==> src/verilog/lrxd_pkg.sv <==
`default_nettype none
package lrxd_pkg;

   // ----------------------------------------
   // Sizes and timing
   // ----------------------------------------
   localparam int unsigned WORD_MAX    = 10;
   localparam int unsigned FIFO_DEPTH  = 16;
   localparam int unsigned CLOCK_MHZ   = 100;
   localparam int unsigned SYNC_STAGES = 2;
   localparam logic [3:0]  WIDTH_BAD   = 4'h9;
   localparam logic [3:0]  WIDTH_MAX   = 4'hA;
   localparam logic [3:0]  WIDTH_NARROW_MAX = 4'h2;

   // ----------------------------------------
   // Reset values
   // ----------------------------------------
   localparam logic        FLAG_RESET  = 1'h0;
   localparam logic        READY_RESET = 1'h1;
   localparam logic        EMPTY_RESET = 1'h1;
   localparam logic        PWC_RESET   = 1'h0;
   localparam logic [3:0]  PHASE_RESET = 4'h0;

   // ----------------------------------------
   // Types
   // ----------------------------------------
   typedef struct packed {
      logic       des_en;
      logic [3:0] width;
      logic       half_rate;
      logic       dpa;
      logic       fifo_en;
   } lrxd_cfg_t;

   typedef struct packed {
      logic                valid;
      logic [WORD_MAX-1:0] data;
   } lrxd_word_t;

   localparam lrxd_cfg_t CFG_RESET = '{des_en: 1'h1, width: 4'h8,
                                       half_rate: 1'h0, dpa: 1'h0, fifo_en: 1'h1};

   // ----------------------------------------
   // Configuration decoding
   // ----------------------------------------
   // Width in effect: a lane with deserialization off is a one-bit buffer.
   function automatic logic [3:0] lrxd_eff_width(lrxd_cfg_t c);
      return c.des_en ? c.width : 4'h1;
   endfunction

   // Serial clock cycles that make one parallel word.
   function automatic logic [3:0] lrxd_word_cycles(lrxd_cfg_t c);
      return (c.des_en && c.half_rate) ? (c.width >> 1) : lrxd_eff_width(c);
   endfunction

   // Mask that keeps the bits of a word of the width in effect.
   function automatic logic [WORD_MAX-1:0] lrxd_width_mask(lrxd_cfg_t c);
      return WORD_MAX'((11'h001 << lrxd_eff_width(c)) - 11'h001);
   endfunction

   // True when the whole configuration is allowed.
   function automatic logic lrxd_cfg_legal(lrxd_cfg_t c);
      logic ok;
      ok = 1'h1;
      if (c.des_en && (c.width == 4'h0 || c.width > WIDTH_MAX)) ok = 1'h0;
      if (c.des_en && c.width == WIDTH_BAD) ok = 1'h0;
      if (c.half_rate && (!c.des_en || c.width[0])) ok = 1'h0;
      if (c.dpa && c.half_rate) ok = 1'h0;
      if (c.dpa && !c.des_en) ok = 1'h0;
      if (c.dpa && c.width <= WIDTH_NARROW_MAX) ok = 1'h0;
      if (c.fifo_en && (!c.des_en || c.width <= WIDTH_NARROW_MAX)) ok = 1'h0;
      return ok;
   endfunction

endpackage
`default_nettype wire

==> src/verilog/lrxd_mem.sv <==
`timescale 1ns/1ps
`default_nettype none
module lrxd_mem #(
   parameter int unsigned WIDTH = 10,
   parameter int unsigned DEPTH = 16
) (
   input  wire logic                     clock,
   input  wire logic                     rstn,
   input  wire logic                     write_en,
   input  wire logic [$clog2(DEPTH)-1:0] write_addr,
   input  wire logic [WIDTH-1:0]         write_data,
   input  wire logic                     read_en,
   input  wire logic [$clog2(DEPTH)-1:0] read_addr,
   output logic      [WIDTH-1:0]         read_data
);

   logic [WIDTH-1:0] store [DEPTH];

   // ----------------------------------------
   // Storage
   // ----------------------------------------
   // Array write, no reset so it maps onto memory cells.
   always_ff @(posedge clock) begin
      if (write_en) begin
         store[write_addr] <= write_data;
      end
   end

   // Registered read port.
   always_ff @(posedge clock or negedge rstn) begin
      if (!rstn) begin
         read_data <= '0;
      end else if (read_en) begin
         read_data <= store[read_addr];
      end
   end

endmodule
`default_nettype wire

==> src/verilog/lrxd_fifo.sv <==
`timescale 1ns/1ps
`default_nettype none
module lrxd_fifo #(
   parameter int unsigned WIDTH = 10,
   parameter int unsigned DEPTH = 16
) (
   input  wire logic             clock,
   input  wire logic             rstn,
   input  wire logic             in_valid,
   output logic                  in_ready,
   input  wire logic [WIDTH-1:0] in_data,
   input  wire logic             out_ready,
   output logic                  out_empty,
   output logic                  out_valid,
   output logic      [WIDTH-1:0] out_data
);

   localparam int unsigned AW = $clog2(DEPTH);
   localparam logic [AW:0] FULL_COUNT = (AW+1)'(DEPTH);

   logic [AW-1:0] wr_ptr;
   logic [AW-1:0] rd_ptr;
   logic [AW:0]   count;
   logic [AW:0]   next_count;
   logic          push;
   logic          pop;

   // ----------------------------------------
   // Handshakes
   // ----------------------------------------
   // no empty reads
   // A read while empty is ignored; a write while full is refused.
   assign push = in_valid && in_ready;
   assign pop  = out_ready && !out_empty;

   // Fill level after this cycle.
   always_comb begin
      next_count = count;
      if (push && !pop) next_count = count + (AW+1)'(1);
      if (pop && !push) next_count = count - (AW+1)'(1);
   end

   // Pointers and level.
   always_ff @(posedge clock or negedge rstn) begin
      if (!rstn) begin
         wr_ptr <= '0;
         rd_ptr <= '0;
         count  <= '0;
      end else begin
         if (push) wr_ptr <= wr_ptr + AW'(1);
         if (pop) rd_ptr <= rd_ptr + AW'(1);
         count <= next_count;
      end
   end

   // Flags are registered so that they leave the block from flip-flops.
   always_ff @(posedge clock or negedge rstn) begin
      if (!rstn) begin
         in_ready  <= lrxd_pkg::READY_RESET;
         out_empty <= lrxd_pkg::EMPTY_RESET;
         out_valid <= lrxd_pkg::FLAG_RESET;
      end else begin
         in_ready  <= next_count != FULL_COUNT;
         out_empty <= next_count == '0;
         out_valid <= pop;
      end
   end

   lrxd_mem #(
      .WIDTH(WIDTH),
      .DEPTH(DEPTH)
   ) u_mem (
      .clock     (clock),
      .rstn      (rstn),
      .write_en  (push),
      .write_addr(wr_ptr),
      .write_data(in_data),
      .read_en   (pop),
      .read_addr (rd_ptr),
      .read_data (out_data)
   );

endmodule
`default_nettype wire

==> src/verilog/lrxd_lane.sv <==
`timescale 1ns/1ps
`default_nettype none
module lrxd_lane #(
   parameter lrxd_pkg::lrxd_cfg_t CFG = lrxd_pkg::CFG_RESET
) (
   input  wire logic              clock,
   input  wire logic              rstn,
   input  wire logic [1:0]        rx_bits,
   input  wire logic              dpa_slip,
   output logic                   parallel_word_clock,
   output lrxd_pkg::lrxd_word_t   word,
   input  wire logic              fifo_read_request,
   output logic                   fifo_empty,
   output lrxd_pkg::lrxd_word_t   fifo_read_word,
   output logic                   lane_ready,
   output logic                   overrun,
   output logic                   cfg_error
);

   // ----------------------------------------
   // Derived settings
   // ----------------------------------------
   localparam logic       CFG_OK   = lrxd_pkg::lrxd_cfg_legal(CFG);
   localparam logic [3:0] CYC      = lrxd_pkg::lrxd_word_cycles(CFG);
   localparam logic [3:0] LAST     = 4'(CYC - 4'h1);
   localparam logic [3:0] PWC_HIGH = 4'((CYC + 4'h1) >> 1);
   localparam logic       HALF     = CFG.des_en && CFG.half_rate;
   localparam logic       DPA_ON   = CFG.dpa && CFG.des_en;
   localparam logic       FIFO_ON  = CFG.fifo_en && CFG_OK;
   localparam logic [lrxd_pkg::WORD_MAX-1:0] MASK = lrxd_pkg::lrxd_width_mask(CFG);

   logic [1:0]                      rx_meta;
   logic [1:0]                      rx_sync;
   logic [3:0]                      phase;
   logic [3:0]                      next_phase;
   logic [lrxd_pkg::WORD_MAX-1:0]   shreg;
   logic [lrxd_pkg::WORD_MAX-1:0]   next_shreg;
   logic                            slip_hold;
   logic                            strobe;
   logic                            fifo_in_ready;
   logic                            fifo_out_valid;
   logic [lrxd_pkg::WORD_MAX-1:0]   fifo_out_data;

   // ----------------------------------------
   // Elaboration check
   // ----------------------------------------
   // reject illegal settings
   generate
      if (!CFG_OK) begin : g_bad_cfg
         $error("lane configuration is not allowed");
      end
   endgenerate

   // ----------------------------------------
   // Pin synchronisers
   // ----------------------------------------
   // Each serial pin passes two flip-flops before any logic sees it.
   generate
      for (genvar i = 0; i < 2; i++) begin : g_sync
         always_ff @(posedge clock or negedge rstn) begin
            if (!rstn) begin
               rx_meta[i] <= lrxd_pkg::FLAG_RESET;
               rx_sync[i] <= lrxd_pkg::FLAG_RESET;
            end else begin
               rx_meta[i] <= rx_bits[i];
               rx_sync[i] <= rx_meta[i];
            end
         end
      end
   endgenerate

   // ----------------------------------------
   // Bit capture
   // ----------------------------------------
   // slip only at full rate
   // A slip request skips one serial bit, moving the word boundary by one.
   assign slip_hold = DPA_ON && !HALF && dpa_slip;

   // serial clock captures
   // Full rate takes one bit per cycle, half rate two, older bit first.
   always_comb begin
      next_shreg = shreg;
      next_phase = phase;
      strobe     = 1'h0;
      if (!slip_hold) begin
         if (HALF) begin
            next_shreg = {shreg[lrxd_pkg::WORD_MAX-3:0], rx_sync[1], rx_sync[0]};
         end else begin
            next_shreg = {shreg[lrxd_pkg::WORD_MAX-2:0], rx_sync[1]};
         end
         strobe     = phase == LAST;
         next_phase = strobe ? lrxd_pkg::PHASE_RESET : 4'(phase + 4'h1);
      end
   end

   // Shift register and word phase.
   always_ff @(posedge clock or negedge rstn) begin
      if (!rstn) begin
         shreg <= '0;
         phase <= lrxd_pkg::PHASE_RESET;
      end else begin
         shreg <= next_shreg;
         phase <= next_phase;
      end
   end

   // ----------------------------------------
   // Word hand-off
   // ----------------------------------------
   // one word per word period
   // The word is masked to the width in effect; illegal settings send nothing.
   always_ff @(posedge clock or negedge rstn) begin
      if (!rstn) begin
         word <= '0;
      end else begin
         word.valid <= CFG_OK && strobe;
         if (strobe) begin
            word.data <= next_shreg & MASK;
         end
      end
   end

   // narrow widths keep it
   // Word clock is high in the first half, rounded up, of each word period longer than one cycle.
   always_ff @(posedge clock or negedge rstn) begin
      if (!rstn) begin
         parallel_word_clock <= lrxd_pkg::PWC_RESET;
      end else if (CYC == 4'h1) begin
         parallel_word_clock <= !parallel_word_clock;
      end else begin
         parallel_word_clock <= next_phase < PWC_HIGH;
      end
   end

   // flag bad settings
   // Settings are rechecked each cycle so software can see a bad lane.
   always_ff @(posedge clock or negedge rstn) begin
      if (!rstn) begin
         cfg_error <= lrxd_pkg::FLAG_RESET;
      end else begin
         cfg_error <= !CFG_OK;
      end
   end

   // ----------------------------------------
   // Single-clock FIFO toward the core
   // ----------------------------------------
   // FIFO only when allowed
   lrxd_fifo #(
      .WIDTH(lrxd_pkg::WORD_MAX),
      .DEPTH(lrxd_pkg::FIFO_DEPTH)
   ) u_fifo (
      .clock    (clock),
      .rstn     (rstn),
      .in_valid (word.valid && FIFO_ON),
      .in_ready (fifo_in_ready),
      .in_data  (word.data),
      .out_ready(fifo_read_request && FIFO_ON),
      .out_empty(fifo_empty),
      .out_valid(fifo_out_valid),
      .out_data (fifo_out_data)
   );

   assign fifo_read_word = '{valid: fifo_out_valid, data: fifo_out_data};

   // Space report and a sticky flag for words lost on a full FIFO.
   always_ff @(posedge clock or negedge rstn) begin
      if (!rstn) begin
         lane_ready <= lrxd_pkg::READY_RESET;
         overrun    <= lrxd_pkg::FLAG_RESET;
      end else begin
         lane_ready <= fifo_in_ready;
         if (word.valid && FIFO_ON && !fifo_in_ready) begin
            overrun <= 1'h1;
         end
      end
   end

   // ----------------------------------------
   // Assertion helpers
   // ----------------------------------------
   logic [4:0] gap;
   logic       seen;
   logic       slip_seen;

   // Cycles since the last word, and whether a slip fell inside that span.
   always_ff @(posedge clock or negedge rstn) begin
      if (!rstn) begin
         gap       <= '0;
         seen      <= lrxd_pkg::FLAG_RESET;
         slip_seen <= lrxd_pkg::FLAG_RESET;
      end else begin
         if (word.valid) begin
            gap       <= 5'h01;
            seen      <= 1'h1;
            slip_seen <= slip_hold;
         end else begin
            if (gap != 5'h1F) gap <= 5'(gap + 5'h01);
            if (slip_hold) slip_seen <= 1'h1;
         end
      end
   end
endmodule
`default_nettype wire

==> config.mk <==
export PLATFORM = sky130hd
export DESIGN_NAME = lrxd_lane
export DESIGN_NICKNAME = d
export VERILOG_FILES = /design/src/verilog/lrxd_pkg.sv /design/src/verilog/lrxd_mem.sv /design/src/verilog/lrxd_fifo.sv /design/src/verilog/lrxd_lane.sv
export SDC_FILE = /design/constraint.sdc
export NUM_CORES = 1
export LEC_CHECK = 0
export BUFFER_PORTS_ARGS = -buffer_cell sky130_fd_sc_hd__buf_2
export CAP_MARGIN = 5
export CORE_UTILIZATION = 45
export CTS_BUF_LIST = sky130_fd_sc_hd__clkbuf_8
export DETAILED_ROUTE_END_ITERATION = 7
export PLACE_DENSITY_LB_ADDON = 0.25
export SLEW_MARGIN = 20
export SYNTH_ARGS = -nofsm -noshare
export SYNTH_HDL_FRONTEND = slang
export SYNTH_SLANG_ARGS = --single-unit
==> constraint.sdc <==
create_clock -name clock -period 2 [get_ports clock]
set_clock_uncertainty 0.2 [all_clocks]
set_input_delay 0.3 -clock clock [delete_from_list [all_inputs] [get_ports clock]]
set_output_delay 0.3 -clock clock [all_outputs]
set_load 0.03 [all_outputs]
==> impl_summary.log <==
[metrics] Top FF cell, synth: edfxtp_1
[metrics] slack of the critical path: approximately 110 ps
[metrics] critical-path cell list: nand2_4 > nor3b_1 > buf_4 > and2_1
[metrics] slowest CP cell: dfstp_2
[metrics] buffers from clock root to sink, at most: 2
[metrics] WL/cell: 19.0 um
[metrics] DP HPWL: about 9.4 mm
[metrics] width of the chip: about 130 um
[metrics] initial cell density of the core: between 40% and 50%
[metrics] CTS tree: done
[metrics] post-CTS setup buffer count: 0
[metrics] count of endpoints failing hold in the final timing report: 0
[metrics] YS warnings: 0
[metrics] final total negative setup slack: 0 ps
[metrics] kind of end point of the critical path: flip-flop
[metrics] number of enable-type register cells in the synthesized netlist: roughly 130
[metrics] # rows: between 40 and 50
[metrics] cells after synthesis: between 400 and 500
[metrics] Clock H-tree levels: 4
[metrics] cell family with the largest share of critical-path delay: simple AND/OR/NAND/NOR gates
[metrics] remaining design rule violation count: 0
[metrics] maximum ir drop on the vdd rail: ~650 uV
[metrics] via count of the first global-routing pass: between 3,000 and 4,000
[metrics] Tightest Hold Check Type: in2reg
[metrics] Netlist cell types: a little under 50
[metrics] Post-Route WL: about 14 mm
[metrics] portion of the post-synthesis area used by sequential elements: 71.8%
[metrics] worst-path maximum fanout: 8
[metrics] post-synthesis async set-or-reset flop share: between 20 and 30%
[metrics] crit share post-route: between 90% and 100%
[metrics] unrepaired setup endpoints after global routing: false
[metrics] fraction of power spent switching nets: between 30 and 40%
[metrics] Pint: 6650 uW
[metrics] pin count of the biggest net entering global routing: 50
[metrics] sequential fraction of design power: about half
[metrics] drt pass-1 iters: 4
[metrics] Setup WS pre-CTS: roughly 120 ps
[metrics] total clock sinks: ~180
[metrics] Max-Cap Viols: 0
[metrics] clock share of power: approximately 22%
[metrics] f_max: ~530 MHz
[metrics] Cell Pwr Density: between 1000 and 1500 nW/um^2
[metrics] per-instance average area after synthesis: 15.3 sq um
[metrics] count of buffering cells on the critical path with inverters included: 1
[metrics] global-route wire length before repair: 22.2 mm
[metrics] vertical die dimension: approximately 130 um
[metrics] type of element launching the critical path: flip-flop
[metrics] share of post-route cells with drive strength above 1: about a fifth
[metrics] number of violations reported at the end of detailed-routing iteration 0: about 300
[metrics] net count of the finished layout: about 530
[metrics] GRT Residual Overflow: 0
[metrics] clock-pin slew reported for the worst setup and hold paths after clock tree synthesis: 80 ps
[metrics] total via count after detailed routing: approximately 3,800
[metrics] aggregate global-route resource usage: 19.1%
[metrics] area grow syn2layout: 14.3%
[metrics] area of the core: 15,300 sq um
[metrics] GPL Wtd Cong: 0.765
[metrics] routed via count divided by cell count: 5.13
[metrics] type of the worst setup path: reg2reg
[metrics] share of power burned in combinational logic: about 29%
[metrics] number of buffers inserted by port buffering: 25
[metrics] net switching power: 3240 uW
[metrics] clock latency of the later-clocked register in the worst-skew pair: ~460 ps
[metrics] post-synthesis instance area: slightly above 7000 sq um
[metrics] root cell of the clock tree: clkbuf_8
[metrics] number of setup violations in the final report: 0
[metrics] Leak Pwr: around 0.0031 uW
[metrics] number of buffers created by CTS: 17
[metrics] result of the run: complete, no violations
[metrics] critical path's largest stage delay: around 570 ps
[metrics] required time worst endpoint: ~1900 ps
[metrics] I/O pin total: 33
[metrics] flip-flop and latch count after synthesis: between 150 and 200
[metrics] remaining antenna violation count: 0
[metrics] critical path arrival: ~1800 ps
[metrics] die area: 16,200 sq um
[metrics] final-report max-slew violation count: 0
[metrics] initial antenna violation count: 0
[metrics] Final Critical Period: about 1900 ps
==> repair_timing <==
item / CTS / global route
hold buffers: 2 / 0
hold endpoints to repair: 50 / 0
resized for setup: 1 / 0
endpoints found under the setup margin: 1 / 0
==> cell usage after synthesis (2+ instances only) <==
cell,count,area (sq um)
a21oi_1,16,80.1
inv_1,5,18.8
o21ai_0,3,15.0
xnor2_1,8,70.1
nand2_1,55,206
buf_2,8,40.0
dfstp_2,3,78.8
buf_6,3,33.8
buf_4,9,67.6
nor3_1,2,10.0
and2_1,13,81.3
dfrtp_1,46,1150
nor2_1,6,22.5
mux2i_1,64,641
and3_1,4,25.0
a22oi_1,16,120
clkbuf_1,4,15.0
edfxtp_1,128,3840
ha_1,8,100
nand3_1,24,120
nand4_1,8,50.1
nor2b_1,3,18.8
==> state kept, by name (all words and copies together), names as in the netlist, 4 cells and up <==
name / count
u_fifo.u_mem.store: 128
word: 9
u_fifo.u_mem.read_data: 8
shreg: 7
u_fifo.count: 5
phase: 4
u_fifo.rd_ptr: 4
u_fifo.wr_ptr: 4
==> final timing paths <==
| path | slack, ps | to | startpoint | cells past startpoint |
|---|---|---|---|---|
| worst max-delay path | 110 | u_fifo.u_mem.store[9][4] | u_fifo.in_ready | 4 |
| min in group asynchronous | 160 | phase[2] | rstn | 3 |
| max in group asynchronous | 1150 | lane_ready | rstn | 3 |
| worst min-delay path | 40 | u_fifo.out_valid | fifo_read_request | 3 |
| worst min register to register | 160 | next_shreg[0] | rx_meta[1] | 0 |
| worst max register to register | 110 | u_fifo.u_mem.store[9][4] | u_fifo.in_ready | 4 |
==> cells in the final DEF, fill, tap and decap left out, types with 12 or more instances in the layout <==
cell / instances
edfxtp_1: 128
mux2i_1: 64
nand2_1: 55
dfrtp_1: 44
buf_2: 25
nand3_1: 24
buf_4: 21
clkbuf_8: 19
a22oi_1: 16
a21oi_1: 16
and2_1: 13
inv_1: 12
buf_12: 12
==> tightest hold or removal path: cells and delay by family <==
family,cells,cell delay [ps]
buffers and inverters,2,220
AND/OR/NAND/NOR,1,90
==> logic make-up (layout without fill, tap and decap cells) <==
group / after synthesis / count (layout) / synth area share (%)
adder cells (fa/ha/maj): 8 / 8 / 1.42
buffers and inverters: 33 / 99 / 2.74
other: 1 / 6 / 0.0531
AO/OA/AOI/OAI: 43 / 43 / 4.16
AND/OR/NAND/NOR: 125 / 125 / 9.03
XOR/XNOR: 11 / 11 / 1.58
multiplexers: 65 / 65 / 9.22
flip-flops: 177 / 177 / 71.8
==> per-stage QoR <==
stage | total power, uW | instance area (sq um) | instances | utilization (%) | hold WS, ps
6_report | 9890 | 8080 | 745 | 52.9 | 37.7
5_1_grt | 10400 | 8080 | 744 | 52.9 | 19.7
4_1_cts | 9980 | 8080 | 744 | 52.9 | 6.25
3_5_place_dp | 7820 | 7710 | 710 | 50.5 | 115
3_3_place_gp | 7740 | 7710 | 710 | 50.5 | 107
2_1_floorplan | 6970 | 7080 | 467 | - | -196
==> per-layer routing <==
layer / vias to the layer above / global-route usage (%) / share of wire, %
met3: 18 / 4.82 / 3.9
met2: 75 / 29.7 / 48
li1: 1807 / - / -
met1: 1920 / 26.1 / 47
met5: - / 0 / 0
met4: 0 / 6.79 / 1.8
==> power by group through the flow <==
stage                     logic (uW)  registers [uW]  clock network, uW
final                           2870            4860               2170
after global routing            3130            4930               2370
after CTS                       2890            4860               2230
after detailed placement        2890            4940                  0
after global placement          2830            4910                  0
after floorplan                 1930            5050                  0
==> layout make-up <==
class                      count  area, sq um
fill                        1289         7180
sequential                   177         5080
multi-input combinational    257         1810
timing repair buffer          60          543
tap                          211          264
clock buffer                  19          262
clock inverter                13         85.1
inverter                       7         28.8
antenna                        1         2.50
(Power assumes the default switching activity.)
